## src/pmx_map.vh

```
// register map, field layout and reset values of the port function mux
`ifndef PMX_MAP_VH
`define PMX_MAP_VH

// ------------------------------------------------------------
// special function register addresses
// ------------------------------------------------------------
`define PMX_P1_SEL_ADDR 8'h91
`define PMX_P3_SEL_ADDR 8'h93
`define PMX_P4_SEL_ADDR 8'h94

// ------------------------------------------------------------
// implemented bits and reset values
// ------------------------------------------------------------
`define PMX_P1_SEL_MASK 8'hF0
`define PMX_P3_SEL_MASK 8'hC0
`define PMX_P4_SEL_MASK 8'hFB
`define PMX_SEL_RESET 8'h00
`define PMX_BYTE_ZERO 8'h00

// ------------------------------------------------------------
// field positions
// ------------------------------------------------------------
`define PMX_P1_ADC_HI 7
`define PMX_P1_ADC_LO 4
`define PMX_P3_I2C_HI 7
`define PMX_P3_I2C_LO 6
`define PMX_P4_PWM_HI 7
`define PMX_P4_PWM_LO 3
`define PMX_P4_DDC_HI 1
`define PMX_P4_DDC_LO 0

// ------------------------------------------------------------
// pin cell index ranges within the flat 24-pin vector
// ------------------------------------------------------------
`define PMX_PINS 24
`define PMX_P1_HI 7
`define PMX_P1_LO 0
`define PMX_P3_HI 15
`define PMX_P3_LO 8
`define PMX_P4_HI 23
`define PMX_P4_LO 16

// ------------------------------------------------------------
// fixed peripheral pins and their drive style per port
// ------------------------------------------------------------
`define PMX_P1_T2_CNT 0
`define PMX_P1_T2_EX 1
`define PMX_P1_RXD2 2
`define PMX_P3_RXD 0
`define PMX_P3_INT_HI 3
`define PMX_P3_INT_LO 2
`define PMX_P3_CNT_HI 5
`define PMX_P3_CNT_LO 4
`define PMX_P1_OD 8'h00
`define PMX_P1_DRIVE 8'h08
`define PMX_P3_OD 8'hC0
`define PMX_P3_DRIVE 8'h02
`define PMX_P4_OD 8'h03
`define PMX_P4_DRIVE 8'hF8

// ------------------------------------------------------------
// idle levels of the peripheral inputs
// ------------------------------------------------------------
`define PMX_ADC_IDLE 4'h0
`define PMX_INT_IDLE 2'h3
`define PMX_CNT_IDLE 2'h0

`endif

```

## src/pmx_port_mux_unused_guard.v

```verilog
// no logic of its own: only keeps the implicit net setting paired
`default_nettype none
`default_nettype wire

```

## src/pmx_sfr_reg.v

```verilog
// one selection register on the core's special function register bus
`default_nettype none

module pmx_sfr_reg #(
  parameter [7:0] ADDR = 8'h00,
  parameter [7:0] MASK = 8'hFF
) (
  input wire clock_i,
  input wire arst_n_i,
  input wire ce_i,
  input wire [7:0] sfr_addr_i,
  input wire [7:0] sfr_wdata_i,
  input wire sfr_wr_i,
  output reg [7:0] value_o
);

`include "pmx_map.vh"

  // store written byte, reserved bits forced to zero
  always @(posedge clock_i or negedge arst_n_i) begin
    if (!arst_n_i) begin
      value_o <= `PMX_SEL_RESET;
    end else if (ce_i && sfr_wr_i && (sfr_addr_i == ADDR)) begin
      value_o <= sfr_wdata_i & MASK;
    end
  end

endmodule // pmx_sfr_reg

`default_nettype wire

```

## src/pmx_pin_cell.v

```verilog
// output stage of one bidirectional port pin
`default_nettype none

module pmx_pin_cell (
  input wire clock_i,
  input wire arst_n_i,
  input wire ce_i,
  input wire latch_i,
  input wire alt_sel_i,
  input wire alt_od_i,
  input wire alt_data_i,
  input wire alt_drive_i,
  output reg pad_o,
  output reg pad_oe_o
);

  reg next_pad;
  reg next_oe;

  // choose between plain i/o and the alternate driver
  always @* begin
    next_pad = 1'b0;
    next_oe = 1'b0;
    if (alt_sel_i) begin
      if (alt_od_i) begin
        next_oe = ~alt_data_i; // open drain: pull low only
      end else begin
        next_pad = alt_data_i;
        next_oe = alt_drive_i; // input or analog use leaves pin free
      end
    end else begin
      next_oe = ~latch_i; // quasi bidirectional: a one lets the pin be read
    end
  end

  // registered pad drive
  always @(posedge clock_i or negedge arst_n_i) begin
    if (!arst_n_i) begin
      pad_o <= 1'b0;
      pad_oe_o <= 1'b0;
    end else if (ce_i) begin
      pad_o <= next_pad;
      pad_oe_o <= next_oe;
    end
  end

endmodule // pmx_pin_cell

`default_nettype wire

```

## src/pmx_port_mux.v

```verilog
// port alternate function mux: selection registers, pin cells, peripheral routing
//
// Notes on behaviour
// [RL1] ports zero and two carry only the external bus, and only in the large package.
// [RL2] every pin of ports one, three and four is bidirectional and acts as plain i/o when its alternate is idle.
// [RL3] a set selection bit routes its pin of ports one, three and four with nothing else needed.
// [RL4] port one uses its selection register, except timer two and uart two pins.
// [RL5] after reset pins 1.4 to 1.7 are plain i/o.
// [RL6] pins 3.6 and 3.7 are plain i/o or two-wire data and clock, strobes elsewhere.
// [RL7] two-wire pins of port three and all port four alternates use their registers.
// [RL8] after reset every selectable pin is plain i/o and switches only on a one.
// [RL9] uart, interrupt and counter pins of port three follow their own peripheral enables.
// [RL10] port one bits 7..4 pick analog channels 3..0 on pins 1.7..1.4, low bits reserved.
// [RL11] port three bit 7 clock and 6 data; port four bits 1,0 display channel, 7..3 pwm.
`default_nettype none

module pmx_port_mux (
  input wire clock_i,
  input wire arst_n_i,
  input wire ce_i,
  // core special function register bus
  input wire [7:0] sfr_addr_i,
  input wire [7:0] sfr_wdata_i,
  input wire sfr_wr_i,
  input wire sfr_rd_i,
  output reg [7:0] sfr_rdata_o,
  output reg sfr_hit_o,
  // package strap: high on the large package
  input wire wide_package_i,
  // port latches from the core
  input wire [7:0] p1_latch_i,
  input wire [7:0] p3_latch_i,
  input wire [7:0] p4_latch_i,
  // pads of ports one, three and four
  input wire [7:0] p1_pad_i,
  output wire [7:0] p1_pad_o,
  output wire [7:0] p1_pad_oe_o,
  input wire [7:0] p3_pad_i,
  output wire [7:0] p3_pad_o,
  output wire [7:0] p3_pad_oe_o,
  input wire [7:0] p4_pad_i,
  output wire [7:0] p4_pad_o,
  output wire [7:0] p4_pad_oe_o,
  // pin levels seen by the core
  output reg [7:0] p1_pin_o,
  output reg [7:0] p3_pin_o,
  output reg [7:0] p4_pin_o,
  // external bus on ports zero and two
  input wire [7:0] xbus_p0_out_i,
  input wire xbus_p0_oe_i,
  input wire [7:0] xbus_p2_out_i,
  output reg [7:0] xbus_data_o,
  input wire [7:0] p0_pad_i,
  output reg [7:0] p0_pad_o,
  output reg [7:0] p0_pad_oe_o,
  output reg [7:0] p2_pad_o,
  output reg [7:0] p2_pad_oe_o,
  // timer two and second uart on port one
  input wire t2_pins_en_i,
  output reg t2_cnt_o,
  output reg t2_ex_o,
  input wire uart2_en_i,
  input wire uart2_txd_i,
  output reg uart2_rxd_o,
  // analog channel enables, channel 3 down to 0
  output reg [3:0] adc_chan_en_o,
  // port three peripherals
  input wire uart_en_i,
  input wire uart_txd_i,
  output reg uart_rxd_o,
  input wire [1:0] int_en_i,
  output reg [1:0] int_n_o,
  input wire [1:0] tmr_cnt_en_i,
  output reg [1:0] tmr_cnt_o,
  input wire i2c_scl_low_i,
  input wire i2c_sda_low_i,
  output reg i2c_scl_o,
  output reg i2c_sda_o,
  // port four peripherals
  input wire ddc_scl_low_i,
  input wire ddc_sda_low_i,
  output reg ddc_scl_o,
  output reg ddc_sda_o,
  input wire [4:0] pwm_i
);

`include "pmx_map.vh"

  // ------------------------------------------------------------
  // selection registers
  // ------------------------------------------------------------

  wire [7:0] port1_function_select;
  wire [7:0] port3_function_select;
  wire [7:0] port4_function_select;

  // reset clears all three, so every register-selected pin starts as plain i/o
  pmx_sfr_reg #(
    .ADDR(`PMX_P1_SEL_ADDR),
    .MASK(`PMX_P1_SEL_MASK) // RL10
  ) u_p1_sel (
    .clock_i(clock_i),
    .arst_n_i(arst_n_i),
    .ce_i(ce_i),
    .sfr_addr_i(sfr_addr_i),
    .sfr_wdata_i(sfr_wdata_i),
    .sfr_wr_i(sfr_wr_i),
    .value_o(port1_function_select)
  ); // RL5 RL8

  pmx_sfr_reg #(
    .ADDR(`PMX_P3_SEL_ADDR),
    .MASK(`PMX_P3_SEL_MASK)
  ) u_p3_sel (
    .clock_i(clock_i),
    .arst_n_i(arst_n_i),
    .ce_i(ce_i),
    .sfr_addr_i(sfr_addr_i),
    .sfr_wdata_i(sfr_wdata_i),
    .sfr_wr_i(sfr_wr_i),
    .value_o(port3_function_select)
  ); // RL7 RL8

  pmx_sfr_reg #(
    .ADDR(`PMX_P4_SEL_ADDR),
    .MASK(`PMX_P4_SEL_MASK)
  ) u_p4_sel (
    .clock_i(clock_i),
    .arst_n_i(arst_n_i),
    .ce_i(ce_i),
    .sfr_addr_i(sfr_addr_i),
    .sfr_wdata_i(sfr_wdata_i),
    .sfr_wr_i(sfr_wr_i),
    .value_o(port4_function_select)
  ); // RL7 RL8

  // ------------------------------------------------------------
  // register read back
  // ------------------------------------------------------------

  // address match, shared by the three read terms
  function addr_hit;
    input [7:0] addr;
    input [7:0] reg_addr;
    begin
      addr_hit = (addr == reg_addr);
    end
  endfunction

  wire rd_p1 = addr_hit(sfr_addr_i, `PMX_P1_SEL_ADDR);
  wire rd_p3 = addr_hit(sfr_addr_i, `PMX_P3_SEL_ADDR);
  wire rd_p4 = addr_hit(sfr_addr_i, `PMX_P4_SEL_ADDR);

  reg [7:0] next_rdata;

  // unmapped addresses read zero with no hit
  always @* begin
    next_rdata = `PMX_BYTE_ZERO;
    if (rd_p1) begin
      next_rdata = port1_function_select;
    end else if (rd_p3) begin
      next_rdata = port3_function_select;
    end else if (rd_p4) begin
      next_rdata = port4_function_select;
    end
  end

  // read data one cycle after the strobe
  always @(posedge clock_i or negedge arst_n_i) begin
    if (!arst_n_i) begin
      sfr_rdata_o <= `PMX_BYTE_ZERO;
      sfr_hit_o <= 1'b0;
    end else if (ce_i) begin
      sfr_hit_o <= sfr_rd_i & (rd_p1 | rd_p3 | rd_p4);
      if (sfr_rd_i) begin
        sfr_rdata_o <= next_rdata;
      end
    end
  end

  // ------------------------------------------------------------
  // alternate requests per pin
  // ------------------------------------------------------------

  wire [7:0] p1_sel;
  wire [7:0] p1_od;
  wire [7:0] p1_data;
  wire [7:0] p1_drive;
  wire [7:0] p3_sel;
  wire [7:0] p3_od;
  wire [7:0] p3_data;
  wire [7:0] p3_drive;
  wire [7:0] p4_sel;
  wire [7:0] p4_od;
  wire [7:0] p4_data;
  wire [7:0] p4_drive;

  // port one: analog from register, timer two and uart two from their own enables
  assign p1_sel = {port1_function_select[`PMX_P1_ADC_HI:`PMX_P1_ADC_LO],
                   uart2_en_i, uart2_en_i, t2_pins_en_i, t2_pins_en_i}; // RL3 RL4 RL10
  assign p1_od = `PMX_P1_OD;
  assign p1_data = {4'h0, uart2_txd_i, 3'h0};
  assign p1_drive = `PMX_P1_DRIVE; // only the uart two transmit pin drives

  // port three: uart, interrupt, counters by own enables; two-wire by register
  assign p3_sel = {port3_function_select[`PMX_P3_I2C_HI:`PMX_P3_I2C_LO],
                   tmr_cnt_en_i, int_en_i, uart_en_i, uart_en_i}; // RL6 RL7 RL9 RL11
  assign p3_od = `PMX_P3_OD;
  assign p3_data = {~i2c_scl_low_i, ~i2c_sda_low_i, 4'h0, uart_txd_i, 1'b0}; // RL11
  assign p3_drive = `PMX_P3_DRIVE; // only the uart transmit pin drives

  // port four: pwm and display channel by register, pin 4.2 plain i/o
  assign p4_sel = {port4_function_select[`PMX_P4_PWM_HI:`PMX_P4_PWM_LO], 1'b0,
                   port4_function_select[`PMX_P4_DDC_HI:`PMX_P4_DDC_LO]}; // RL3 RL7 RL11
  assign p4_od = `PMX_P4_OD;
  assign p4_data = {pwm_i, 1'b0, ~ddc_scl_low_i, ~ddc_sda_low_i}; // RL11
  assign p4_drive = `PMX_P4_DRIVE;

  // flat vectors over all 24 pins
  wire [`PMX_PINS-1:0] all_latch = {p4_latch_i, p3_latch_i, p1_latch_i};
  wire [`PMX_PINS-1:0] all_sel = {p4_sel, p3_sel, p1_sel};
  wire [`PMX_PINS-1:0] all_od = {p4_od, p3_od, p1_od};
  wire [`PMX_PINS-1:0] all_data = {p4_data, p3_data, p1_data};
  wire [`PMX_PINS-1:0] all_drive = {p4_drive, p3_drive, p1_drive};
  wire [`PMX_PINS-1:0] all_pad;
  wire [`PMX_PINS-1:0] all_oe;

  // ------------------------------------------------------------
  // pin cells
  // ------------------------------------------------------------

  // one output stage per pin, plain i/o whenever its select is low
  genvar g;
  generate
    for (g = 0; g < `PMX_PINS; g = g + 1) begin : g_pin
      pmx_pin_cell u_cell (
        .clock_i(clock_i),
        .arst_n_i(arst_n_i),
        .ce_i(ce_i),
        .latch_i(all_latch[g]),
        .alt_sel_i(all_sel[g]),
        .alt_od_i(all_od[g]),
        .alt_data_i(all_data[g]),
        .alt_drive_i(all_drive[g]),
        .pad_o(all_pad[g]),
        .pad_oe_o(all_oe[g])
      ); // RL2
    end
  endgenerate

  assign p1_pad_o = all_pad[`PMX_P1_HI:`PMX_P1_LO];
  assign p1_pad_oe_o = all_oe[`PMX_P1_HI:`PMX_P1_LO];
  assign p3_pad_o = all_pad[`PMX_P3_HI:`PMX_P3_LO];
  assign p3_pad_oe_o = all_oe[`PMX_P3_HI:`PMX_P3_LO];
  assign p4_pad_o = all_pad[`PMX_P4_HI:`PMX_P4_LO];
  assign p4_pad_oe_o = all_oe[`PMX_P4_HI:`PMX_P4_LO];

  // ------------------------------------------------------------
  // input routing to core and peripherals
  // ------------------------------------------------------------

  // pins are always readable; peripheral inputs idle when not enabled
  always @(posedge clock_i or negedge arst_n_i) begin
    if (!arst_n_i) begin
      p1_pin_o <= `PMX_BYTE_ZERO;
      p3_pin_o <= `PMX_BYTE_ZERO;
      p4_pin_o <= `PMX_BYTE_ZERO;
      t2_cnt_o <= 1'b0;
      t2_ex_o <= 1'b0;
      uart2_rxd_o <= 1'b1;
      adc_chan_en_o <= `PMX_ADC_IDLE;
      uart_rxd_o <= 1'b1;
      int_n_o <= `PMX_INT_IDLE;
      tmr_cnt_o <= `PMX_CNT_IDLE;
      i2c_scl_o <= 1'b1;
      i2c_sda_o <= 1'b1;
      ddc_scl_o <= 1'b1;
      ddc_sda_o <= 1'b1;
    end else if (ce_i) begin
      p1_pin_o <= p1_pad_i; // RL2
      p3_pin_o <= p3_pad_i;
      p4_pin_o <= p4_pad_i;
      t2_cnt_o <= t2_pins_en_i & p1_pad_i[`PMX_P1_T2_CNT]; // RL4
      t2_ex_o <= t2_pins_en_i & p1_pad_i[`PMX_P1_T2_EX];
      uart2_rxd_o <= ~uart2_en_i | p1_pad_i[`PMX_P1_RXD2];
      adc_chan_en_o <= port1_function_select[`PMX_P1_ADC_HI:`PMX_P1_ADC_LO]; // RL10
      uart_rxd_o <= ~uart_en_i | p3_pad_i[`PMX_P3_RXD]; // RL9
      int_n_o <= ~int_en_i | p3_pad_i[`PMX_P3_INT_HI:`PMX_P3_INT_LO];
      tmr_cnt_o <= tmr_cnt_en_i & p3_pad_i[`PMX_P3_CNT_HI:`PMX_P3_CNT_LO];
      i2c_scl_o <= ~port3_function_select[`PMX_P3_I2C_HI] | p3_pad_i[`PMX_P3_I2C_HI]; // RL6
      i2c_sda_o <= ~port3_function_select[`PMX_P3_I2C_LO] | p3_pad_i[`PMX_P3_I2C_LO];
      ddc_scl_o <= ~port4_function_select[`PMX_P4_DDC_HI] | p4_pad_i[`PMX_P4_DDC_HI];
      ddc_sda_o <= ~port4_function_select[`PMX_P4_DDC_LO] | p4_pad_i[`PMX_P4_DDC_LO];
    end
  end

  // ------------------------------------------------------------
  // external bus ports
  // ------------------------------------------------------------

  // ports zero and two serve only the bus and stay dark on the small package
  always @(posedge clock_i or negedge arst_n_i) begin
    if (!arst_n_i) begin
      p0_pad_o <= `PMX_BYTE_ZERO;
      p0_pad_oe_o <= `PMX_BYTE_ZERO;
      p2_pad_o <= `PMX_BYTE_ZERO;
      p2_pad_oe_o <= `PMX_BYTE_ZERO;
      xbus_data_o <= `PMX_BYTE_ZERO;
    end else if (ce_i) begin
      p0_pad_o <= wide_package_i ? xbus_p0_out_i : `PMX_BYTE_ZERO; // RL1
      p0_pad_oe_o <= {8{wide_package_i & xbus_p0_oe_i}};
      p2_pad_o <= wide_package_i ? xbus_p2_out_i : `PMX_BYTE_ZERO;
      p2_pad_oe_o <= {8{wide_package_i}};
      xbus_data_o <= wide_package_i ? p0_pad_i : `PMX_BYTE_ZERO;
    end
  end

endmodule // pmx_port_mux

`default_nettype wire

```

## config.mk

```make
export PLATFORM = sky130hd
export DESIGN_NAME = pmx_port_mux
export DESIGN_NICKNAME = d
export VERILOG_FILES = /design/src/pmx_port_mux_unused_guard.v /design/src/pmx_sfr_reg.v /design/src/pmx_pin_cell.v /design/src/pmx_port_mux.v
export VERILOG_INCLUDE_DIRS = /design/src
export SDC_FILE = /design/constraint.sdc
export NUM_CORES = 1
export LEC_CHECK = 0
export BUFFER_PORTS_ARGS = -buffer_cell sky130_fd_sc_hd__buf_2
export CORE_UTILIZATION = 35
export DETAILED_ROUTE_END_ITERATION = 8
export GPL_TIMING_DRIVEN = 0
export PLACE_DENSITY = 0.67
export SETUP_SLACK_MARGIN = 0.5
export SYNTH_ARGS = -nofsm -noshare
export SYNTH_HDL_FRONTEND = slang
export SYNTH_HIERARCHICAL = 1
export SYNTH_SLANG_ARGS = --single-unit
```

## constraint.sdc

```tcl
create_clock -name clock_i -period 1.4 [get_ports clock_i]
set_clock_uncertainty 0.15 [all_clocks]
set_input_delay 0.14 -clock clock_i [delete_from_list [all_inputs] [get_ports clock_i]]
set_output_delay 0.14 -clock clock_i [all_outputs]
set_load 0.01 [all_outputs]
```

Word-level counts from Yosys, hierarchy flattened. Cells that the tools add are included.

Add/sub/neg operators: 0. Multiply operators: 0. Div/mod/pow operators: 0. Order comparisons: 0. Eq/ne operators: 3. Shift-type cells: 0. Muxes and demuxes: 36. Bitwise logic cells: 45. Reduce and logical (&&, ||, !) cells: 5.

Operators with widths (number): 8-bit 2-to-1 mux (6); 1-bit 2-to-1 mux (30); 1-bit NOT (30); 8-bit == test (second input constant) (3); 1-bit bitwise OR (8); 1-bit AND (4); 1-bit logical AND (4); 2-bit AND (1); 2-bit NOT (1); 2-bit bitwise OR (1); 2-bit AND reduction (1).

Flip-flop bits (word level): 119. Bits in latches: 0. RAM bits: 0. Memory bits (read-only): 0. Input bits: 113. Output and inout port bits: 137. Word-level logic and storage cells: 144. Memories kept: 0.

Logic depth before layout (Yosys ltp). Gate-level depths: netlist of the first run.

Depth in word-level cells: 4. Gate-level depth with buffers: 5. Gate-level depth less buffers: 4.

By module. The synthesis of the first run kept the hierarchy.

By module, submodules not included: pmx_port_mux (instances 1, cells each 296, area each 3303.2 um^2, seq. area each 1886.8 um^2); pmx_pin_cell (instances 24, cells each 10, area each 98.8 um^2, seq. area each 50.0 um^2); pmx_sfr_reg at u_p4_sel (instances 1, cells each 20, area each 330.3 um^2, seq. area each 175.2 um^2); pmx_sfr_reg at u_p1_sel (instances 1, cells each 16, area each 242.7 um^2, seq. area each 100.1 um^2); pmx_sfr_reg at u_p3_sel (instances 1, cells each 14, area each 152.6 um^2, seq. area each 50.0 um^2).

Least setup slack after synthesis of the first run. Ideal clock, no wire load.

Path type: input to register. From: input port sfr_addr_i[6]. To: register u_p4_sel.value_o[0]. Library setup time: 0.125 ns. Arrival time: 1.211 ns. Required time: 1.125 ns. Slack: -0.086 ns. Cell stages on the path: 4. Buffers on the path: 1. Cell sequence: nand4bb_1 or4_1 buf_6 mux2_4.

Cells in the longest elaborated chain, start to end: 2.

Ends and longest elaborated chain: from (decl) (RTL line pmx_port_mux.v:22) `input wire [7:0] sfr_addr_i,`; 8-bit == test (RTL line pmx_sfr_reg.v:23) `end else if (ce_i && sfr_wr_i && (sfr_addr_i == ADDR)) begin`; 1-bit logical AND (RTL line pmx_sfr_reg.v:23); to (signal assigned) (RTL line pmx_sfr_reg.v:22) `` value_o <= `PMX_SEL_RESET; ``; to (signal assigned) (RTL line pmx_sfr_reg.v:24) `value_o <= sfr_wdata_i & MASK;`; to (decl) (RTL line pmx_sfr_reg.v:14) `output reg [7:0] value_o`.

No other way between the ends. A chain may end at the register's enable or synchronous reset.

Worst setup path after layout of the first run.
From: register, netlist name p0_pad_oe_o[0]. To: output port p0_pad_oe_o[3].

RTL lines: to (decl) (RTL line pmx_port_mux.v:55) `output reg [7:0] p0_pad_oe_o,`.

No word-level cell between the ends.

==> results.sh, run 1 <==
export IMPL_crit_path_start_kind="flop"
export IMPL_start_util_pct=35.6
export IMPL_antenna_found_initial=1
export IMPL_synth_common_cells="dfrtp_1, inv_1, o21ai_0"
export IMPL_synthCells=586
export IMPL_drt_wl_total_microns=27300
export IMPL_max_slew_margin_pct=56.7
export IMPL_synth_most_common_cell="dfrtp_1"
export IMPL_die_area_sq_um=18800
export IMPL_coreArea_sq_um=18000
export IMPL_io_buffer_count=247
export IMPL_via_count=6942
export IMPL_setup_tns_final_ns=-0.693
export IMPL_end_kind="output pin"
export IMPL_synth_ff_type="dfrtp_1"
export IMPL_wl_per_cell_microns=18.7
export IMPL_drc_errors=0
export IMPL_io_pins=250
export IMPL_clockBufferDepth=2
export IMPL_firstDrtPassIters=4
export IMPL_status="complete, but fails checks"
export IMPL_area_growth_pct=98.7
export IMPL_clkTransAtPathRegs_ns=0.07
export IMPL_synth_area_sq_um=6400
export IMPL_rows=49
export IMPL_synth_area_leaders="dfrtp_1, mux2_2, o21ai_0, inv_1, nand4b_1"
export IMPL_die_x_microns=137
export IMPL_first_global_vias=6641
export IMPL_cts_buffers=17
export IMPL_timing_fmax_mhz=675
export IMPL_cts_tree="done"
export IMPL_worstSetupPathType="reg -> out"
export IMPL_clock_latency_ns=0.41
export IMPL_seq_area_frac_synth_pct=53.3
export IMPL_num_nets_final=1329
export IMPL_worstMarginPinSlew_ns=0.649
export IMPL_rsz0062_at_grt="yes"
export IMPL_synth_edff_count=0
export IMPL_finalSetupViolCount=14
export IMPL_ir_worst_vdd_v=0.000828
export IMPL_violations="negative hold slack, negative setup slack"
export IMPL_clockRootBuffer="clkbuf_16"
export IMPL_avgSynthCellArea_sq_um=10.9
export IMPL_synth_top_area_share_pct=50.0
export IMPL_hold_path_class="in -> async"
export IMPL_slew_viol_final=0
export IMPL_path_max_fanout=9
export IMPL_synth_distinct_cells=37
export IMPL_worst_hold_slack_ns=-0.434
export IMPL_overflow=0
export IMPL_cap_violations=0
export IMPL_clock_sinks=136
export IMPL_synth_area_leader_cell="dfrtp_1"
export IMPL_cp_required_ns=1.11
export IMPL_htreeDepth=4
export IMPL_grt_pass1_wl_microns=35400
export IMPL_post_place_ws_ns=-0.743
export IMPL_crit_arrival_ns=1.19
export IMPL_worst_slack_ns=-0.0807
export IMPL_ant_nets=0
export IMPL_drive_above_1_share_pct=51.2
export IMPL_grt_use_total_pct=25.1
export IMPL_power_leakage_nw=6.30
export IMPL_yosys_warnings=6
export IMPL_gp_congestion=0.809
export IMPL_first_iter_violations=323
export IMPL_diodes=0
export IMPL_synthArstFlopShare_pct=100
export IMPL_via_per_inst=4.76
export IMPL_dpl_hpwl_microns=12900
export IMPL_final_util_pct=70.8
export IMPL_grt_max_degree=73
export IMPL_die_h_microns=137
export IMPL_power_density_nw_per_um2=948
export IMPL_hold_viol_final=89
export IMPL_post_route_period_util_pct=106
export IMPL_period_needed_ns=1.48
export IMPL_ys_ff_latch=136
==> cells in the final DEF (no fill, tap or decap), types with 9 or more instances in the layout <==
| master | netlist | final |
|---|---|---|
| o21ai_2 | 0 | 22 |
| o21ai_0 | 53 | 13 |
| dfrtp_2 | 0 | 15 |
| conb_1 | 5 | 136 |
| dfrtp_1 | 128 | 113 |
| o211ai_1 | 24 | 24 |
| nand3_2 | 0 | 17 |
| mux2_4 | 11 | 41 |
| nor2_1 | 32 | 19 |
| o21a_1 | 24 | 24 |
| buf_2 | 5 | 187 |
| inv_1 | 67 | 63 |
| buf_4 | 25 | 100 |
| a21oi_2 | 24 | 24 |
| nand3_4 | 0 | 9 |
| nor2_4 | 0 | 11 |
| nand4b_1 | 25 | 25 |
| clkbuf_16 | 0 | 18 |
| dlygate4sd3_1 | 0 | 84 |
| buf_6 | 2 | 107 |
| o21ai_1 | 0 | 18 |
| buf_8 | 0 | 14 |
| buf_12 | 0 | 10 |
| a32o_1 | 17 | 17 |
| nand2_1 | 24 | 24 |
| buf_16 | 0 | 9 |
==> through the flow <==
step	total power [W]	instances	area (sq um)
3_3_place_gp	0.00594	1193	8650
5_1_grt	0.0125	1458	12700
6_report	0.0121	1458	12700
4_1_cts	0.0116	1402	11700
3_5_place_dp	0.00598	1195	8720
2_1_floorplan	0.00522	717	7130
==> flip-flops by register name, summed over array words and instances (netlist names), 4 cells and up <==
name	cells
g_pin.u_cell/pad_oe_o	24
p4_pin_o	8
p0_pad_o	8
g_pin.u_cell/pad_o	24
p3_pin_o	8
xbus_data_o	8
sfr_rdata_o	8
adc_chan_en_o	4
p2_pad_o	8
u_p4_sel/value_o	7
u_p1_sel/value_o	4
p1_pin_o	8
==> power by group <==
group / total [W] / switching [W] / internal, W
combinational: 0.00276 / 0.00123 / 0.00153
clock: 0.00489 / 0.00180 / 0.00308
sequential: 0.00441 / 0.000210 / 0.00420
total: 0.0121 / 0.00324 / 0.00881
==> per-layer routing <==
metal / share of wire (%) / GRT usage, % / up-vias
met5: 0.048 / 0 / -
met4: 3.3 / 8.79 / 2
met3: 8.7 / 7.28 / 70
met2: 50 / 44.2 / 352
met1: 38 / 29.0 / 3330
li1: - / - / 3188
==> worst paths after layout <==
| kind | endpoint | start | slack [ns] | cells after the start |
|---|---|---|---|---|
| min in group clock_i | u_p4_sel/value_o[7] | sfr_wdata_i[7] | -0.15 | 2 |
| max in group asynchronous | ddc_scl_o | arst_n_i | 0.69 | 2 |
| hold / removal | g_pin[0].u_cell/pad_o | arst_n_i | -0.43 | 1 |
| setup reg to reg | sfr_rdata_o[6] | u_p3_sel/value_o[6] | 0.05 | 3 |
| hold reg to reg | ddc_sda_o | ddc_sda_o | 0.33 | 2 |
| setup / recovery | p0_pad_oe_o[3] | p0_pad_oe_o[0] | -0.08 | 2 |
==> what timing repair did <==
| item | in CTS | in global routing |
|---|---|---|
| hold buffers | 87 | 5 |
| cloned | 11 | 0 |
| pin swaps | 61 | 42 |
| endpoints found under the hold margin | 174 | 91 |
| setup buffers | 77 | 55 |
| endpoints found under the setup margin | 239 | 260 |
| resized for setup | 152 | 134 |
==> cell type report <==
type                       count  area [sq um]
timing repair buffer         480          4140
sequential                   136          3430
buffer                        45           474
multi-input combinational    469          3510
inverter                      67           254
clock buffer                  21           460
fill                        1182          5240
tap                          229           287
clock inverter                11           170
==> logic make-up (layout without fill, tap and decap cells) <==
| group | Yosys count | count (layout) | synth area share (%) |
|---|---|---|---|
| flops | 136 | 136 | 53.3 |
| other cells | 5 | 136 | 0.293 |
| mux | 42 | 42 | 8.03 |
| simple gates | 140 | 140 | 13.4 |
| compound gates | 151 | 151 | 16.6 |
| buf+inv | 112 | 624 | 8.39 |
==> worst max-delay path, cell delays in order (launching register included) <==
cell and delay [ns]:
dfrtp_2 0.47, buf_4 0.16, buf_2 0.14
Power figures use the tool's default switching activity.
==> run 2, diff against run 1 <==
--- a/config.mk
+++ b/config.mk
@@ -10,7 +10,7 @@
 export CORE_UTILIZATION = 35
 export DETAILED_ROUTE_END_ITERATION = 8
 export GPL_TIMING_DRIVEN = 0
-export PLACE_DENSITY = 0.67
+export PLACE_DENSITY = 0.65
 export SETUP_SLACK_MARGIN = 0.5
 export SYNTH_ARGS = -nofsm -noshare
 export SYNTH_HDL_FRONTEND = slang
==> constraint.sdc (replaced) <==
create_clock -name clock_i -period 1.6 [get_ports clock_i]
set_clock_uncertainty 0.15 [all_clocks]
set_input_delay 0.16 -clock clock_i [delete_from_list [all_inputs] [get_ports clock_i]]
set_output_delay 0.16 -clock clock_i [all_outputs]
set_load 0.01 [all_outputs]
==> run 2 against run 1 <==
The run ends with negative hold slack left. Largest cell class unchanged. Critical path depth is 1 higher. Sequential power is 13% lower. Die area stayed put. Power is 16% lower. Core utilization is 6.8 points lower. Combinational power is 29% lower. Critical path type unchanged. Non-clock buffer count is 40 lower. Clock-buffer cell count is 2 lower. Clock power is 11% lower. Register-to-register slack better by 0.19 ns. Via count is 6.8% lower. Sequential cell count stayed put.
==> results.sh, run 2 (same netlist as run 1, synthesis figures left out) <==
export IMPL_worstSetupPathType="reg -> out"
export IMPL_crit_arrival_ns=1.18
export IMPL_start_util_pct=35.6
export IMPL_setup_tns_final_ns=0
export IMPL_p_int_w=0.00757
export IMPL_rsz0062_at_grt="yes"
export IMPL_grt_max_degree=75
export IMPL_ant_nets=0
export IMPL_timing_fmax_mhz=670
export IMPL_io_buffer_count=247
export IMPL_slew_viol_final=0
export IMPL_clkTransAtPathRegs_ns=0.06
export IMPL_clock_power_share_pct=42.8
export IMPL_hold_path_class="in -> async"
export IMPL_clock_latency_ns=0.41
export IMPL_num_nets_final=1289
export IMPL_ir_worst_vdd_v=0.000719
export IMPL_p_comb_share_pct=19.4
export IMPL_cap_violations=0
export IMPL_hold_viol_final=67
export IMPL_grt_use_total_pct=22.5
export IMPL_drive_above_1_share_pct=42.2
export IMPL_final_cell_mix="buf_2, conb_1, dfrtp_1"
export IMPL_postCtsHoldBufs=98
export IMPL_power_leakage_nw=5.72
export IMPL_io_pins=250
export IMPL_antenna_found_initial=0
export IMPL_diodes=0
export IMPL_drc_errors=0
export IMPL_power_density_nw_per_um2=880
export IMPL_status="complete, but fails checks"
export IMPL_largestRegisters="g_pin.u_cell/pad_o x24, g_pin.u_cell/pad_oe_o x24"
export IMPL_firstDrtPassIters=4
export IMPL_max_slew_margin_pct=57.3
export IMPL_cts_tree="done"
export IMPL_dp_cells=1195
export IMPL_post_place_ws_ns=-0.462
export IMPL_first_iter_violations=269
export IMPL_cts_buffers=17
export IMPL_first_global_vias=6130
export IMPL_worst_slack_ns=0.108
export IMPL_rows=49
export IMPL_coreArea_sq_um=18000
export IMPL_area_growth_pct=79.8
export IMPL_post_route_period_util_pct=93.3
export IMPL_overflow=0
export IMPL_die_x_microns=137
export IMPL_fill_cells=1366
export IMPL_grt_pass1_wl_microns=31800
export IMPL_crit_path_start_kind="flop"
export IMPL_finalNonFillerCells=1417
export IMPL_register_area_sq_um=3430
export IMPL_gp_congestion=0.803
export IMPL_multiInputGateArea_sq_um=2980
export IMPL_clock_sinks=136
export IMPL_wl_per_cell_microns=15.9
export IMPL_power_frac_seq_pct=37.8
export IMPL_cp_required_ns=1.29
export IMPL_final_util_pct=64.1
export IMPL_worst_hold_slack_ns=-0.423
export IMPL_violations="negative hold slack"
export IMPL_clockRootBuffer="clkbuf_16"
export IMPL_finalSetupViolCount=0
export IMPL_via_per_inst=4.57
export IMPL_switching_share_pct=25.2
export IMPL_dpl_cell_area_sq_um=8520
export IMPL_mostFrequentLayoutCell="buf_2"
export IMPL_final_area_sq_um=11500
export IMPL_die_h_microns=137
export IMPL_htreeDepth=4
export IMPL_via_count=6470
export IMPL_clockBufferDepth=2
export IMPL_power_switching_w=0.00255
export IMPL_end_kind="output pin"
export IMPL_path_max_fanout=5
export IMPL_drt_wl_total_microns=22500
export IMPL_dpl_hpwl_microns=12500
export IMPL_period_needed_ns=1.49
export IMPL_die_area_sq_um=18800
export IMPL_worstMarginPinSlew_ns=0.641
==> run 2: worst max-delay path: stages, from the launching register on <==
cell and delay [ns]:
dfrtp_2 0.41, buf_6 0.14, buf_6 0.11, buf_6 0.11
==> run 2: metrics by stage <==
| step | total power [W] | hold slack (ns) |
|---|---|---|
| 4_1_cts | 0.00992 | -0.401 |
| 3_3_place_gp | 0.00511 | 0.229 |
| 2_1_floorplan | 0.00449 | -0.286 |
| 6_report | 0.0101 | -0.423 |
| 5_1_grt | 0.0105 | -0.371 |
| 3_5_place_dp | 0.00515 | 0.0479 |
==> run 2: layout make-up <==
class	count	share of cell area (%)
multi-input cells	469	25.9
repair buffers	440	30.7
inverters	67	2.19
flip-flops and latches	136	29.8
clock inverters	12	1.73
plain buffers	45	3.37
clock buffers	19	3.85
well taps	229	2.49
==> run 2: per-layer routing <==
layer	global-route usage [%]	routed length, microns	up-vias
met2	37.8	11100	239
li1	-	-	3096
met4	8.67	463	0
met3	5.22	1500	37
met5	0	0	-
met1	27.9	9420	3098
==> run 2: repair_timing <==
item | CTS | global route
cloned | 3 | 0
gates resized for setup | 67 | 75
hold endpoints to repair | 175 | 64
pin swaps | 12 | 12
setup endpoints to repair | 225 | 193
buffers inserted | 48 | 42
==> run 2: path summary, 6_finish.rpt <==
kind | startpoint | cells past startpoint | to | slack (ns)
worst min register to register | uart_rxd_o | 2 | uart_rxd_o | 0.35
worst min-delay path | arst_n_i | 1 | p3_pin_o[0] | -0.42
worst max register to register | u_p1_sel/value_o[6] | 2 | sfr_rdata_o[6] | 0.24
worst max-delay path | p0_pad_oe_o[0] | 3 | p0_pad_oe_o[2] | 0.11
max in group asynchronous | arst_n_i | 2 | ddc_scl_o | 0.89
min in group clock_i | sfr_rd_i | 3 | sfr_rdata_o[3] | -0.03
==> run 2: power by group through the flow <==
stage / logic (W) / registers, W / clock network, W
final: 0.00197 / 0.00383 / 0.00433
after global routing: 0.00214 / 0.00385 / 0.00453
after CTS: 0.00170 / 0.00380 / 0.00442
after detailed placement: 0.00129 / 0.00386 / 0
after global placement: 0.00126 / 0.00385 / 0
after floorplan: 0.000527 / 0.00396 / 0
